$ cat config.mk
export PLATFORM = sky130hd
export DESIGN_NAME = eeprom_i2c_slave_addressing
export DESIGN_NICKNAME = d
export VERILOG_FILES = /design/src/eeprom_slave_pkg.sv /design/src/byte_skid_buffer.sv /design/src/eeprom_i2c_slave_addressing.sv
export VERILOG_INCLUDE_DIRS = /design/src
export SDC_FILE = /design/constraint.sdc
export NUM_CORES = 1
export LEC_CHECK = 0
export BUFFER_PORTS_ARGS = -buffer_cell sky130_fd_sc_hd__buf_4
export CELL_PAD_IN_SITES_DETAIL_PLACEMENT = 2
export CELL_PAD_IN_SITES_GLOBAL_PLACEMENT = 2
export CORE_MARGIN = 3
export CORE_UTILIZATION = 25
export CTS_CLUSTER_DIAMETER = 30
export DETAILED_ROUTE_END_ITERATION = 8
export PLACE_DENSITY = 0.57
export SKIP_CTS_REPAIR_TIMING = 1
export SYNTH_ARGS = -nofsm -noshare
export SYNTH_HDL_FRONTEND = slang
export SYNTH_HIERARCHICAL = 1
export SYNTH_SLANG_ARGS = --single-unit
$ cat constraint.sdc
create_clock -name clk_in -period 4.76 [get_ports clk_in]
set_input_delay 0.476 -clock clk_in [delete_from_list [all_inputs] [get_ports clk_in]]
set_output_delay 0.476 -clock clk_in [all_outputs]
set_load 0.1 [all_outputs]
$ cat src/eeprom_slave_cfg.svh
// constants of the serial eeprom slave front end: offsets, fields, resets, timing
`ifndef EEPROM_SLAVE_CFG_SVH
`define EEPROM_SLAVE_CFG_SVH

// ***************************************************************
// control byte fields
// ***************************************************************
`define EE_CTRL_RW_BIT       0
`define EE_CTRL_CS_LO_BIT    1
`define EE_CTRL_CS_HI_BIT    2
`define EE_CTRL_SEG_BIT      3
`define EE_CTRL_TYPE_LSB     4
`define EE_CTRL_TYPE_MSB     7

// ***************************************************************
// address layout and reset values
// ***************************************************************
`define EE_ADDR_W            17
`define EE_SEG_ADDR_BIT      16
`define EE_PAGE_BITS         7
`define EE_ADDR_RESET        17'h00000
`define EE_BYTE_RESET        8'h00

// ***************************************************************
// timing and write buffer depth
// ***************************************************************
`define EE_CLK_PERIOD_NS     25
`define EE_HOLD_NS           300
`define EE_HOLD_CYCLES       ((`EE_HOLD_NS + `EE_CLK_PERIOD_NS - 1) / `EE_CLK_PERIOD_NS)
`define EE_WRITE_MAX_MS      5
`define EE_WRITE_TYP_MS      3
`define EE_WRITE_CYCLES      ((`EE_WRITE_TYP_MS * 1000000) / `EE_CLK_PERIOD_NS)
`define EE_BUF_DEPTH         2

`endif

$ cat src/eeprom_slave_pkg.sv
// types shared by the serial eeprom slave front end
package eeprom_slave_pkg;
   typedef enum logic [2:0] {
      st_idle,
      st_rx,
      st_ack,
      st_tx,
      st_rack
   } link_state_t;

   typedef enum logic [1:0] {
      bk_ctrl,
      bk_addr_hi,
      bk_addr_lo,
      bk_data
   } byte_kind_t;
endpackage

$ cat src/byte_skid_buffer.sv
// small shift-register fifo between the serial engine and the array writer
`timescale 1ns/1ps
`default_nettype none
module byte_skid_buffer #(
   parameter int unsigned WIDTH = 25,
   parameter int unsigned DEPTH = 2
) (
   input  wire logic             clk_in,
   input  wire logic             rst_b_in,
   input  wire logic             in_valid_in,
   input  wire logic [WIDTH-1:0] in_data_in,
   output logic                  in_ready_out,
   output logic                  out_valid_out,
   output logic      [WIDTH-1:0] out_data_out,
   input  wire logic             out_ready_in
);
   localparam int unsigned CW = $clog2(DEPTH + 1);

   logic [WIDTH-1:0] mem [DEPTH];
   logic [CW-1:0]    count;
   logic             push;
   logic             pop;

   if (DEPTH < 2 || WIDTH < 1) begin : g_bad
      $error("byte_skid_buffer needs DEPTH >= 2 and WIDTH >= 1");
   end

   assign push = in_valid_in & in_ready_out;
   assign pop  = out_valid_out & out_ready_in;
   assign out_data_out = mem[0];

   // ***************************************************************
   // storage: head always sits in entry 0 so the output is a flop
   // ***************************************************************
   for (genvar i = 0; i < DEPTH; i++) begin : g_entry
      always_ff @(posedge clk_in) begin
         if (!rst_b_in) begin
            mem[i] <= '0;
         end else if (pop) begin
            if (push && count == CW'(i + 1)) begin
               mem[i] <= in_data_in;
            end else if (i + 1 < DEPTH) begin
               mem[i] <= mem[(i + 1) % DEPTH];
            end
         end else if (push && count == CW'(i)) begin
            mem[i] <= in_data_in;
         end
      end
   end

   always_ff @(posedge clk_in) begin
      if (!rst_b_in) begin
         count         <= '0;
         out_valid_out <= 1'b0;
         in_ready_out  <= 1'b0;
      end else begin
         if (push && !pop) begin
            count         <= count + CW'(1);
            out_valid_out <= 1'b1;
            in_ready_out  <= (count + CW'(1)) != CW'(DEPTH);
         end else if (pop && !push) begin
            count         <= count - CW'(1);
            out_valid_out <= count != CW'(1);
            in_ready_out  <= 1'b1;
         end else begin
            out_valid_out <= count != '0;
            in_ready_out  <= count != CW'(DEPTH);
         end
      end
   end
endmodule
`default_nettype wire

$ cat src/eeprom_i2c_slave_addressing.sv
// two-wire slave front end of a serial eeprom: conditions, control byte, address, ack
`timescale 1ns/1ps
`default_nettype none
`include "eeprom_slave_cfg.svh"

// Functional notes
// - programming cycle keeps device busy, at most 5 ms
// - hold driven data 300 ns after clock fall
// - select only when both chip-select bits match
// - fixed select pin low means no response
// - data changes only while clock is low
// - write-protect high inhibits writes, reads unaffected
// - data fall with clock high is start
// - data rise with clock high is stop
// - one bit per clock, sampled while high
// - addressed receiver acknowledges each byte, ninth clock; a data byte that meets a full write buffer gets no ack here
// - no ack for busy cycle's own control byte
// - acknowledge holds data low through high phase
// - master nack ends read, device releases line
// - control byte: type, segment, selects, direction
// - segment bit becomes upper array address bit
// - direction bit one reads, zero writes
// - two address bytes follow, high byte first
// - ack control byte only on type and select
// - sequential reads wrap inside one segment
module eeprom_i2c_slave_addressing #(
   parameter int unsigned WRITE_CYCLES = `EE_WRITE_CYCLES,
   parameter int unsigned BUF_DEPTH    = `EE_BUF_DEPTH,
   parameter logic [3:0]  DEVICE_TYPE  = 4'h5 // arbitrary value
) (
   input  wire logic                           clk_in,
   input  wire logic                           rst_b_in,
   input  wire logic                           scl_in,
   input  wire logic                           sda_in,
   output logic                                sda_out,
   output logic                                sda_oe_out,
   input  wire logic                           chip_select_low_pin_in,
   input  wire logic                           chip_select_high_pin_in,
   input  wire logic                           fixed_select_pin_in,
   input  wire logic                           write_protect_in,
   output logic                                wr_valid_out,
   output logic      [`EE_ADDR_W-1:0]          wr_addr_out,
   output logic      [7:0]                     wr_data_out,
   input  wire logic                           wr_ready_in,
   output logic                                write_commit_out,
   output logic                                write_discard_out,
   output logic                                busy_out,
   output logic                                rd_req_out,
   output logic      [`EE_ADDR_W-1:0]          rd_addr_out,
   input  wire logic [7:0]                     rd_data_in,
   output eeprom_slave_pkg::link_state_t       link_state_out
);
   import eeprom_slave_pkg::*;

   localparam int unsigned HOLD_CYCLES = `EE_HOLD_CYCLES;
   localparam int unsigned BW = `EE_ADDR_W + 8;

   if (WRITE_CYCLES < 1 || HOLD_CYCLES < 1 || HOLD_CYCLES > 255) begin : g_bad
      $error("eeprom_i2c_slave_addressing: unusable timing parameters");
   end

   // ***************************************************************
   // declarations
   // ***************************************************************
   logic                  scl_m, scl_s, scl_p;
   logic                  sda_m, sda_s, sda_p;
   logic [3:0]            pin_m, pin_s;
   logic                  scl_rise, scl_fall;
   logic                  start_cond, stop_cond;
   link_state_t           state;
   byte_kind_t            kind;
   logic [3:0]            bit_cnt;
   logic [7:0]            rx_byte;
   logic [7:0]            tx_byte;
   logic [7:0]            cur_ctrl;
   logic [7:0]            busy_ctrl;
   logic                  read_mode;
   logic                  master_ack;
   logic                  wr_pending;
   logic [`EE_ADDR_W-1:0] addr;
   logic                  byte_done;
   logic                  byte_ok;
   logic                  buf_push;
   logic                  buf_ready;
   logic [BW-1:0]         buf_out;
   logic                  next_rd_req;
   logic                  tx_load;
   logic [7:0]            hold_cnt;
   logic                  drive_low;
   logic [31:0]           wc_cnt;

   // ***************************************************************
   // decode helper
   // ***************************************************************
   function automatic logic ctrl_selects(input logic [7:0] b,
                                         input logic [3:0] pins);
      // pins: {wp, fixed, cs_hi, cs_lo}
      ctrl_selects = pins[2]
                     && b[`EE_CTRL_TYPE_MSB:`EE_CTRL_TYPE_LSB] == DEVICE_TYPE
                     && b[`EE_CTRL_CS_HI_BIT] == pins[1]
                     && b[`EE_CTRL_CS_LO_BIT] == pins[0];
   endfunction

   // ***************************************************************
   // pin synchronisers
   // ***************************************************************
   always_ff @(posedge clk_in) begin
      if (!rst_b_in) begin
         scl_m <= 1'b1;
         scl_s <= 1'b1;
         scl_p <= 1'b1;
         sda_m <= 1'b1;
         sda_s <= 1'b1;
         sda_p <= 1'b1;
      end else begin
         scl_m <= scl_in;
         scl_s <= scl_m;
         scl_p <= scl_s;
         sda_m <= sda_in;
         sda_s <= sda_m;
         sda_p <= sda_s;
      end
   end

   // straps and write-protect are static, but still crossed before use
   always_ff @(posedge clk_in) begin
      if (!rst_b_in) begin
         pin_m <= 4'h0;
         pin_s <= 4'h0;
      end else begin
         pin_m <= {write_protect_in, fixed_select_pin_in,
                   chip_select_high_pin_in, chip_select_low_pin_in};
         pin_s <= pin_m;
      end
   end

   // ***************************************************************
   // bus conditions
   // ***************************************************************
   assign scl_rise   = scl_s & ~scl_p;
   assign scl_fall   = ~scl_s & scl_p;
   assign start_cond = scl_s & scl_p & sda_p & ~sda_s;
   assign stop_cond  = scl_s & scl_p & ~sda_p & sda_s;
   assign byte_done  = scl_fall && state == st_rx && bit_cnt == 4'h8;

   always_comb begin
      byte_ok = 1'b0;
      case (kind)
         bk_ctrl: begin
            byte_ok = ctrl_selects(rx_byte, pin_s)
                      && !(busy_out && rx_byte == busy_ctrl);
         end
         bk_addr_hi: byte_ok = 1'b1;
         bk_addr_lo: byte_ok = 1'b1;
         bk_data:    byte_ok = buf_ready;
         default:    byte_ok = 1'b0;
      endcase
   end

   assign buf_push = byte_done && kind == bk_data && byte_ok;

   // ***************************************************************
   // byte engine
   // ***************************************************************
   always_ff @(posedge clk_in) begin
      if (!rst_b_in) begin
         state      <= st_idle;
         kind       <= bk_ctrl;
         bit_cnt    <= 4'h0;
         rx_byte    <= `EE_BYTE_RESET;
         tx_byte    <= `EE_BYTE_RESET;
         cur_ctrl   <= `EE_BYTE_RESET;
         read_mode  <= 1'b0;
         master_ack <= 1'b0;
         wr_pending <= 1'b0;
         addr       <= `EE_ADDR_RESET;
      end else if (start_cond) begin
         state      <= st_rx;
         kind       <= bk_ctrl;
         bit_cnt    <= 4'h0;
         wr_pending <= 1'b0;
      end else if (stop_cond) begin
         state      <= st_idle;
         bit_cnt    <= 4'h0;
         wr_pending <= 1'b0;
      end else begin
         if (tx_load) begin
            tx_byte <= rd_data_in;
         end
         if (next_rd_req) begin
            // pointer stays inside its segment
            addr[`EE_SEG_ADDR_BIT-1:0] <= addr[`EE_SEG_ADDR_BIT-1:0] + 16'h0001;
         end
         case (state)
            st_rx: begin
               if (scl_rise && bit_cnt != 4'h8) begin
                  rx_byte <= {rx_byte[6:0], sda_s};
                  bit_cnt <= bit_cnt + 4'h1;
               end else if (byte_done) begin
                  if (byte_ok) begin
                     state <= st_ack;
                     case (kind)
                        bk_ctrl: begin
                           cur_ctrl  <= rx_byte;
                           read_mode <= rx_byte[`EE_CTRL_RW_BIT];
                           addr[`EE_SEG_ADDR_BIT] <= rx_byte[`EE_CTRL_SEG_BIT];
                           kind      <= bk_addr_hi;
                        end
                        bk_addr_hi: begin
                           addr[15:8] <= rx_byte;
                           kind       <= bk_addr_lo;
                        end
                        bk_addr_lo: begin
                           addr[7:0] <= rx_byte;
                           kind      <= bk_data;
                        end
                        default: begin
                           // page roll-over: only the low bits advance
                           addr[`EE_PAGE_BITS-1:0] <= addr[`EE_PAGE_BITS-1:0] + 7'h01;
                           wr_pending <= 1'b1;
                        end
                     endcase
                  end else begin
                     state <= st_idle;
                  end
               end
            end
            st_ack: begin
               if (scl_fall) begin
                  bit_cnt <= 4'h0;
                  state   <= read_mode ? st_tx : st_rx;
               end
            end
            st_tx: begin
               if (scl_fall) begin
                  tx_byte <= {tx_byte[6:0], 1'b1};
                  bit_cnt <= bit_cnt + 4'h1;
                  if (bit_cnt == 4'h7) begin
                     state <= st_rack;
                  end
               end
            end
            st_rack: begin
               if (scl_rise) begin
                  master_ack <= ~sda_s;
               end else if (scl_fall) begin
                  bit_cnt <= 4'h0;
                  state   <= master_ack ? st_tx : st_idle;
               end
            end
            default: begin
               bit_cnt <= 4'h0;
            end
         endcase
      end
   end

   // ***************************************************************
   // read requests toward the array
   // ***************************************************************
   always_comb begin
      next_rd_req = 1'b0;
      if (!start_cond && !stop_cond) begin
         if (byte_done && kind == bk_ctrl && byte_ok && rx_byte[`EE_CTRL_RW_BIT]) begin
            next_rd_req = 1'b1;
         end else if (state == st_rack && scl_rise && !sda_s) begin
            next_rd_req = 1'b1;
         end
      end
   end

   always_ff @(posedge clk_in) begin
      if (!rst_b_in) begin
         rd_req_out  <= 1'b0;
         rd_addr_out <= `EE_ADDR_RESET;
         tx_load     <= 1'b0;
      end else begin
         rd_req_out <= next_rd_req;
         tx_load    <= rd_req_out;
         if (next_rd_req) begin
            // the segment bit of a fresh control byte is not in addr yet
            rd_addr_out <= (state == st_rx)
                           ? {rx_byte[`EE_CTRL_SEG_BIT], addr[`EE_SEG_ADDR_BIT-1:0]}
                           : addr;
         end
      end
   end

   // ***************************************************************
   // data line driver
   // ***************************************************************
   assign drive_low = (state == st_ack)
                      || (state == st_tx && !tx_byte[7]);

   // new levels wait out the hold window after each clock fall
   always_ff @(posedge clk_in) begin
      if (!rst_b_in) begin
         hold_cnt   <= 8'h00;
         sda_oe_out <= 1'b0;
         sda_out    <= 1'b0;
      end else begin
         sda_out <= 1'b0;
         if (scl_fall) begin
            hold_cnt <= 8'(HOLD_CYCLES);
         end else if (hold_cnt != 8'h00) begin
            hold_cnt <= hold_cnt - 8'h01;
         end
         if (hold_cnt == 8'h00 && !scl_s) begin
            sda_oe_out <= drive_low;
         end else if (state == st_idle || state == st_rx) begin
            sda_oe_out <= sda_oe_out & ~(start_cond | stop_cond);
         end
      end
   end

   // ***************************************************************
   // internal write cycle
   // ***************************************************************
   always_ff @(posedge clk_in) begin
      if (!rst_b_in) begin
         write_commit_out  <= 1'b0;
         write_discard_out <= 1'b0;
         busy_out          <= 1'b0;
         busy_ctrl         <= `EE_BYTE_RESET;
         wc_cnt            <= 32'h0000_0000;
      end else begin
         write_commit_out  <= 1'b0;
         write_discard_out <= 1'b0;
         if (wr_pending && stop_cond && !pin_s[3]) begin
            write_commit_out <= 1'b1;
            busy_out         <= 1'b1;
            busy_ctrl        <= cur_ctrl;
            wc_cnt           <= WRITE_CYCLES - 1;
         end else begin
            if (wr_pending && (stop_cond || start_cond)) begin
               write_discard_out <= 1'b1;
            end
            if (wc_cnt != 32'h0000_0000) begin
               wc_cnt <= wc_cnt - 32'h0000_0001;
            end else begin
               busy_out <= 1'b0;
            end
         end
      end
   end

   // ***************************************************************
   // write data buffer
   // ***************************************************************
   // a full buffer withholds the ack, so no byte is ever dropped silently
   byte_skid_buffer #(
      .WIDTH (BW),
      .DEPTH (BUF_DEPTH)
   ) u_wbuf (
      .clk_in        (clk_in),
      .rst_b_in      (rst_b_in),
      .in_valid_in   (buf_push),
      .in_data_in    ({addr, rx_byte}),
      .in_ready_out  (buf_ready),
      .out_valid_out (wr_valid_out),
      .out_data_out  (buf_out),
      .out_ready_in  (wr_ready_in)
   );

   assign wr_addr_out    = buf_out[BW-1:8];
   assign wr_data_out    = buf_out[7:0];
   assign link_state_out = state;
endmodule
`default_nettype wire

==> implementation parameters <==
Parameter                              Value

Power
  Total power consumption of the routed design    about 4.6 mW
  Worst supply voltage drop on vdd    between 200 and 300 uV
  Leak Pwr    ~3.7 nW
  Power density cells    around 450 nW/um^2

Placed design
  Placed wire-length estimate after detailed placement    approximately 17 mm
  Number of buffers inserted by port buffering    between 60 and 70
  Placer congestion estimate    ~0.68

Floorplan
  Die boundary width    about 190 um
  Y dimension of the die    between 150 and 200 um
  Initial Utilization    25.7%
  Number of core rows    67
  Area inside the core boundary    34,000 um^2
  Die Footprint    approximately 37,000 um^2
  Total I/O pin count    a little under 70

STA
  Final total negative setup slack    0 ns
  Final max-slew violation count    0
  Worst Clk Skew    0.0140 ns
  Worst max-slew margin expressed relative to the limit    40.3%
  Share of the cycle needed by the critical path after routing    about two thirds
  Final setup violation count    0
  Actual transition at the worst max-transition pin    around 0.89 ns
  Setup repair after global routing missed its margin    no
  Number of failing hold endpoints at the final stage    0
  Timing-limited maximum frequency    ~0.3 GHz
  Minimum clock period    between 3 and 4 ns

Global route
  Met2 usage in global routing    between 20% and 30%
  Met1 global-route usage    approximately 18%
  Total global-route track usage    between 10% and 20%
  Vias in the first global route    7,190
  Sum of overflow across all layers after global routing    0
  First-pass GRT wire length    40.5 mm
  Largest net degree at the start of global routing    between 40 and 50
  Number of antenna violations at the first check in global routing    0
  Met3 demand-to-capacity share in global routing    between 3 and 4%
  Layer with the highest usage    met2

Hold path
  Hold Path Cell Cnt    2
  Hold Crit Class    primary input to flop

Clock network
  Clock tree from TritonCTS    yes
  Cts bufs inserted    17
  Max Buffers Root-to-Sink    2
  Worst skew pair latency    0.46 ns
  Count of clock tree sinks    190
  H-Tree Depth    4
  Root buffer selected by CTS    sky130_fd_sc_hd__clkbuf_16
  Clock-pin slew reported for the worst setup and hold paths after clock tree synthesis    roughly 0.08 ns

Logic synthesis
  Sequential-to-total area share from yosys stat    between 40% and 50%
  Post-synthesis instance area    between 8000 and 9000 um^2
  Main flop type after synthesis    sky130_fd_sc_hd__dfxtp_1
  Flops & latches, synth    190
  Post-synthesis async set-or-reset flop share    0%
  Synth warn    6
  Avg Cell Area, Syn    9.78 um^2
  Post-synth EDFFs    50
  Cell count after synthesis    893
  Post-Syn Nets    927
  Post-synthesis cell type count    slightly below 80

Critical path
  Logic depth of the worst register-to-register path    10
  CP startpoint kind    flop
  Worst-path fanout max    25
  Type of destination of the critical path    flop
  Setup Crit Path Kind    flop to flop
  Worst path arrival time    between 3 and 4 ns
  Required time of the critical path    around 5.1 ns

Status
  Result of the run    complete, no violations

Routing
  Violation count after the first detailed-route iteration    251
  Final antenna-violating net count    0
  Routed len/inst    between 15 and 20 um
  Remaining DRCs    0
  Per-cell via count in the routed design    just under 5
  Routed WL    25.2 mm
  Routed via count    6,703
  Number of detailed-routing iterations run before antenna repair    4

Final layout
  Layout overhead on the synthesized area    16.8%
  Nets    968
  Share of layout cells above drive strength 1    15.1%
  Most common cell after layout, fill and taps aside    sky130_fd_sc_hd__dfxtp_1
  Commonest cells after routing, fill and taps aside    sky130_fd_sc_hd__dfxtp_1 (140), sky130_fd_sc_hd__nand2_1 (103), sky130_fd_sc_hd__nor2_1 (77)
  Number of antenna cells inserted    0

Run
  Max-cap viol count    0
[Yosys cell counts, types with 14 or more instances]
| library cell | count | share of area (%) |
|---|---|---|
| sky130_fd_sc_hd__nand2_1 | 103 | 4.4 |
| sky130_fd_sc_hd__o21ai_0 | 28 | 1.6 |
| sky130_fd_sc_hd__nand3_1 | 23 | 1.3 |
| sky130_fd_sc_hd__mux2i_1 | 20 | 2.3 |
| sky130_fd_sc_hd__dfxtp_1 | 140 | 32 |
| sky130_fd_sc_hd__xor2_1 | 25 | 2.5 |
| sky130_fd_sc_hd__clkbuf_1 | 33 | 1.4 |
| sky130_fd_sc_hd__ha_1 | 17 | 2.4 |
| sky130_fd_sc_hd__and2_1 | 18 | 1.3 |
| sky130_fd_sc_hd__edfxtp_1 | 50 | 17 |
| sky130_fd_sc_hd__nor2_1 | 77 | 3.3 |
| sky130_fd_sc_hd__buf_2 | 14 | 0.80 |
| sky130_fd_sc_hd__a32o_1 | 25 | 2.9 |
| sky130_fd_sc_hd__xnor2_1 | 38 | 3.8 |
| sky130_fd_sc_hd__and3_1 | 30 | 2.1 |
| sky130_fd_sc_hd__inv_1 | 18 | 0.77 |
| sky130_fd_sc_hd__a21oi_1 | 67 | 3.8 |
[worst max-delay path: stages (launching register included)]
cell and delay, ns:
sky130_fd_sc_hd__dfxtp_1 0.44, sky130_fd_sc_hd__inv_1 0.10, sky130_fd_sc_hd__ha_1 0.33, sky130_fd_sc_hd__a21oi_1 0.16, sky130_fd_sc_hd__nor2_1 0.08, sky130_fd_sc_hd__nor4_1 0.57
sky130_fd_sc_hd__nor3_2 0.09, sky130_fd_sc_hd__and2_1 0.21, sky130_fd_sc_hd__and2_1 0.22, sky130_fd_sc_hd__a21oi_4 0.65, sky130_fd_sc_hd__a32o_1 0.26
[state kept, by name, indices dropped and copies added (netlist names), 2 cells and up]
signal          cells
u_wbuf/mem         50
wc_cnt             32
rd_addr_out        17
addr               16
busy_ctrl           8
cur_ctrl            8
hold_cnt            8
rx_byte             8
tx_byte             8
bit_cnt             4
pin_m               4
pin_s               4
link_state_out      3
kind                2
u_wbuf/count        2
[logic make-up (layout without fill, tap and decap cells)]
group	Yosys count	after routing	share of synthesized area, %
buffers and inverters	73	127	3.74
XOR/XNOR	63	63	6.32
multiplexers	23	23	2.76
adder cells (fa/ha/maj)	17	17	2.43
AO/OA/AOI/OAI	184	184	15.0
AND/OR/NAND/NOR	342	342	20.5
flip-flops	190	190	49.3
other	1	1	0.0429
[power breakdown]
part	total, mW	leakage [nW]	switching, mW	internal [mW]
clock	1.46	0.292	0.685	0.778
sequential	1.93	1.63	0.128	1.80
combinational	1.22	1.76	0.765	0.455
total	4.61	3.69	1.58	3.04
[layout make-up]
type                            count  area (um^2)
Clock buffer                       19          464
Tap cell                          448          561
Inverter                           19         71.3
Timing Repair Buffer               76          571
Clock inverter                     13          125
Fill cell                        3832        23700
Multi-Input combinational cell    630         4110
Sequential cell                   190         4300
[through the flow]
step | worst slack [ns] | instances | cell area [um^2] | hold WS [ns] | utilization (%)
floorplan | 0.975 | 893 | 8740 | 0.386 | -
global placement | 1.70 | 1363 | 9610 | 0.395 | 28.3
detailed placement | 1.53 | 1363 | 9610 | 0.398 | 28.3
CTS | 1.47 | 1395 | 10200 | 0.185 | 30.0
global route | 1.19 | 1395 | 10200 | 0.188 | 30.0
finish | 1.50 | 1395 | 10200 | 0.209 | 30.0
[routing by layer]
metal	vias up	share of wire, %
met4	0	1.2
met2	68	49
li1	3250	-
met1	3362	47
met5	-	0
met3	23	3.0
[path summary, 6_finish.rpt]
path / start / end / slack, ns
min: scl_in / scl_m / 0.21
max reg2reg: kind[0] / u_wbuf/mem[0][10] / 1.50
min reg2reg: sda_m / sda_s / 0.41
max: kind[0] / u_wbuf/mem[0][10] / 1.50
(Power assumes the default switching activity.)
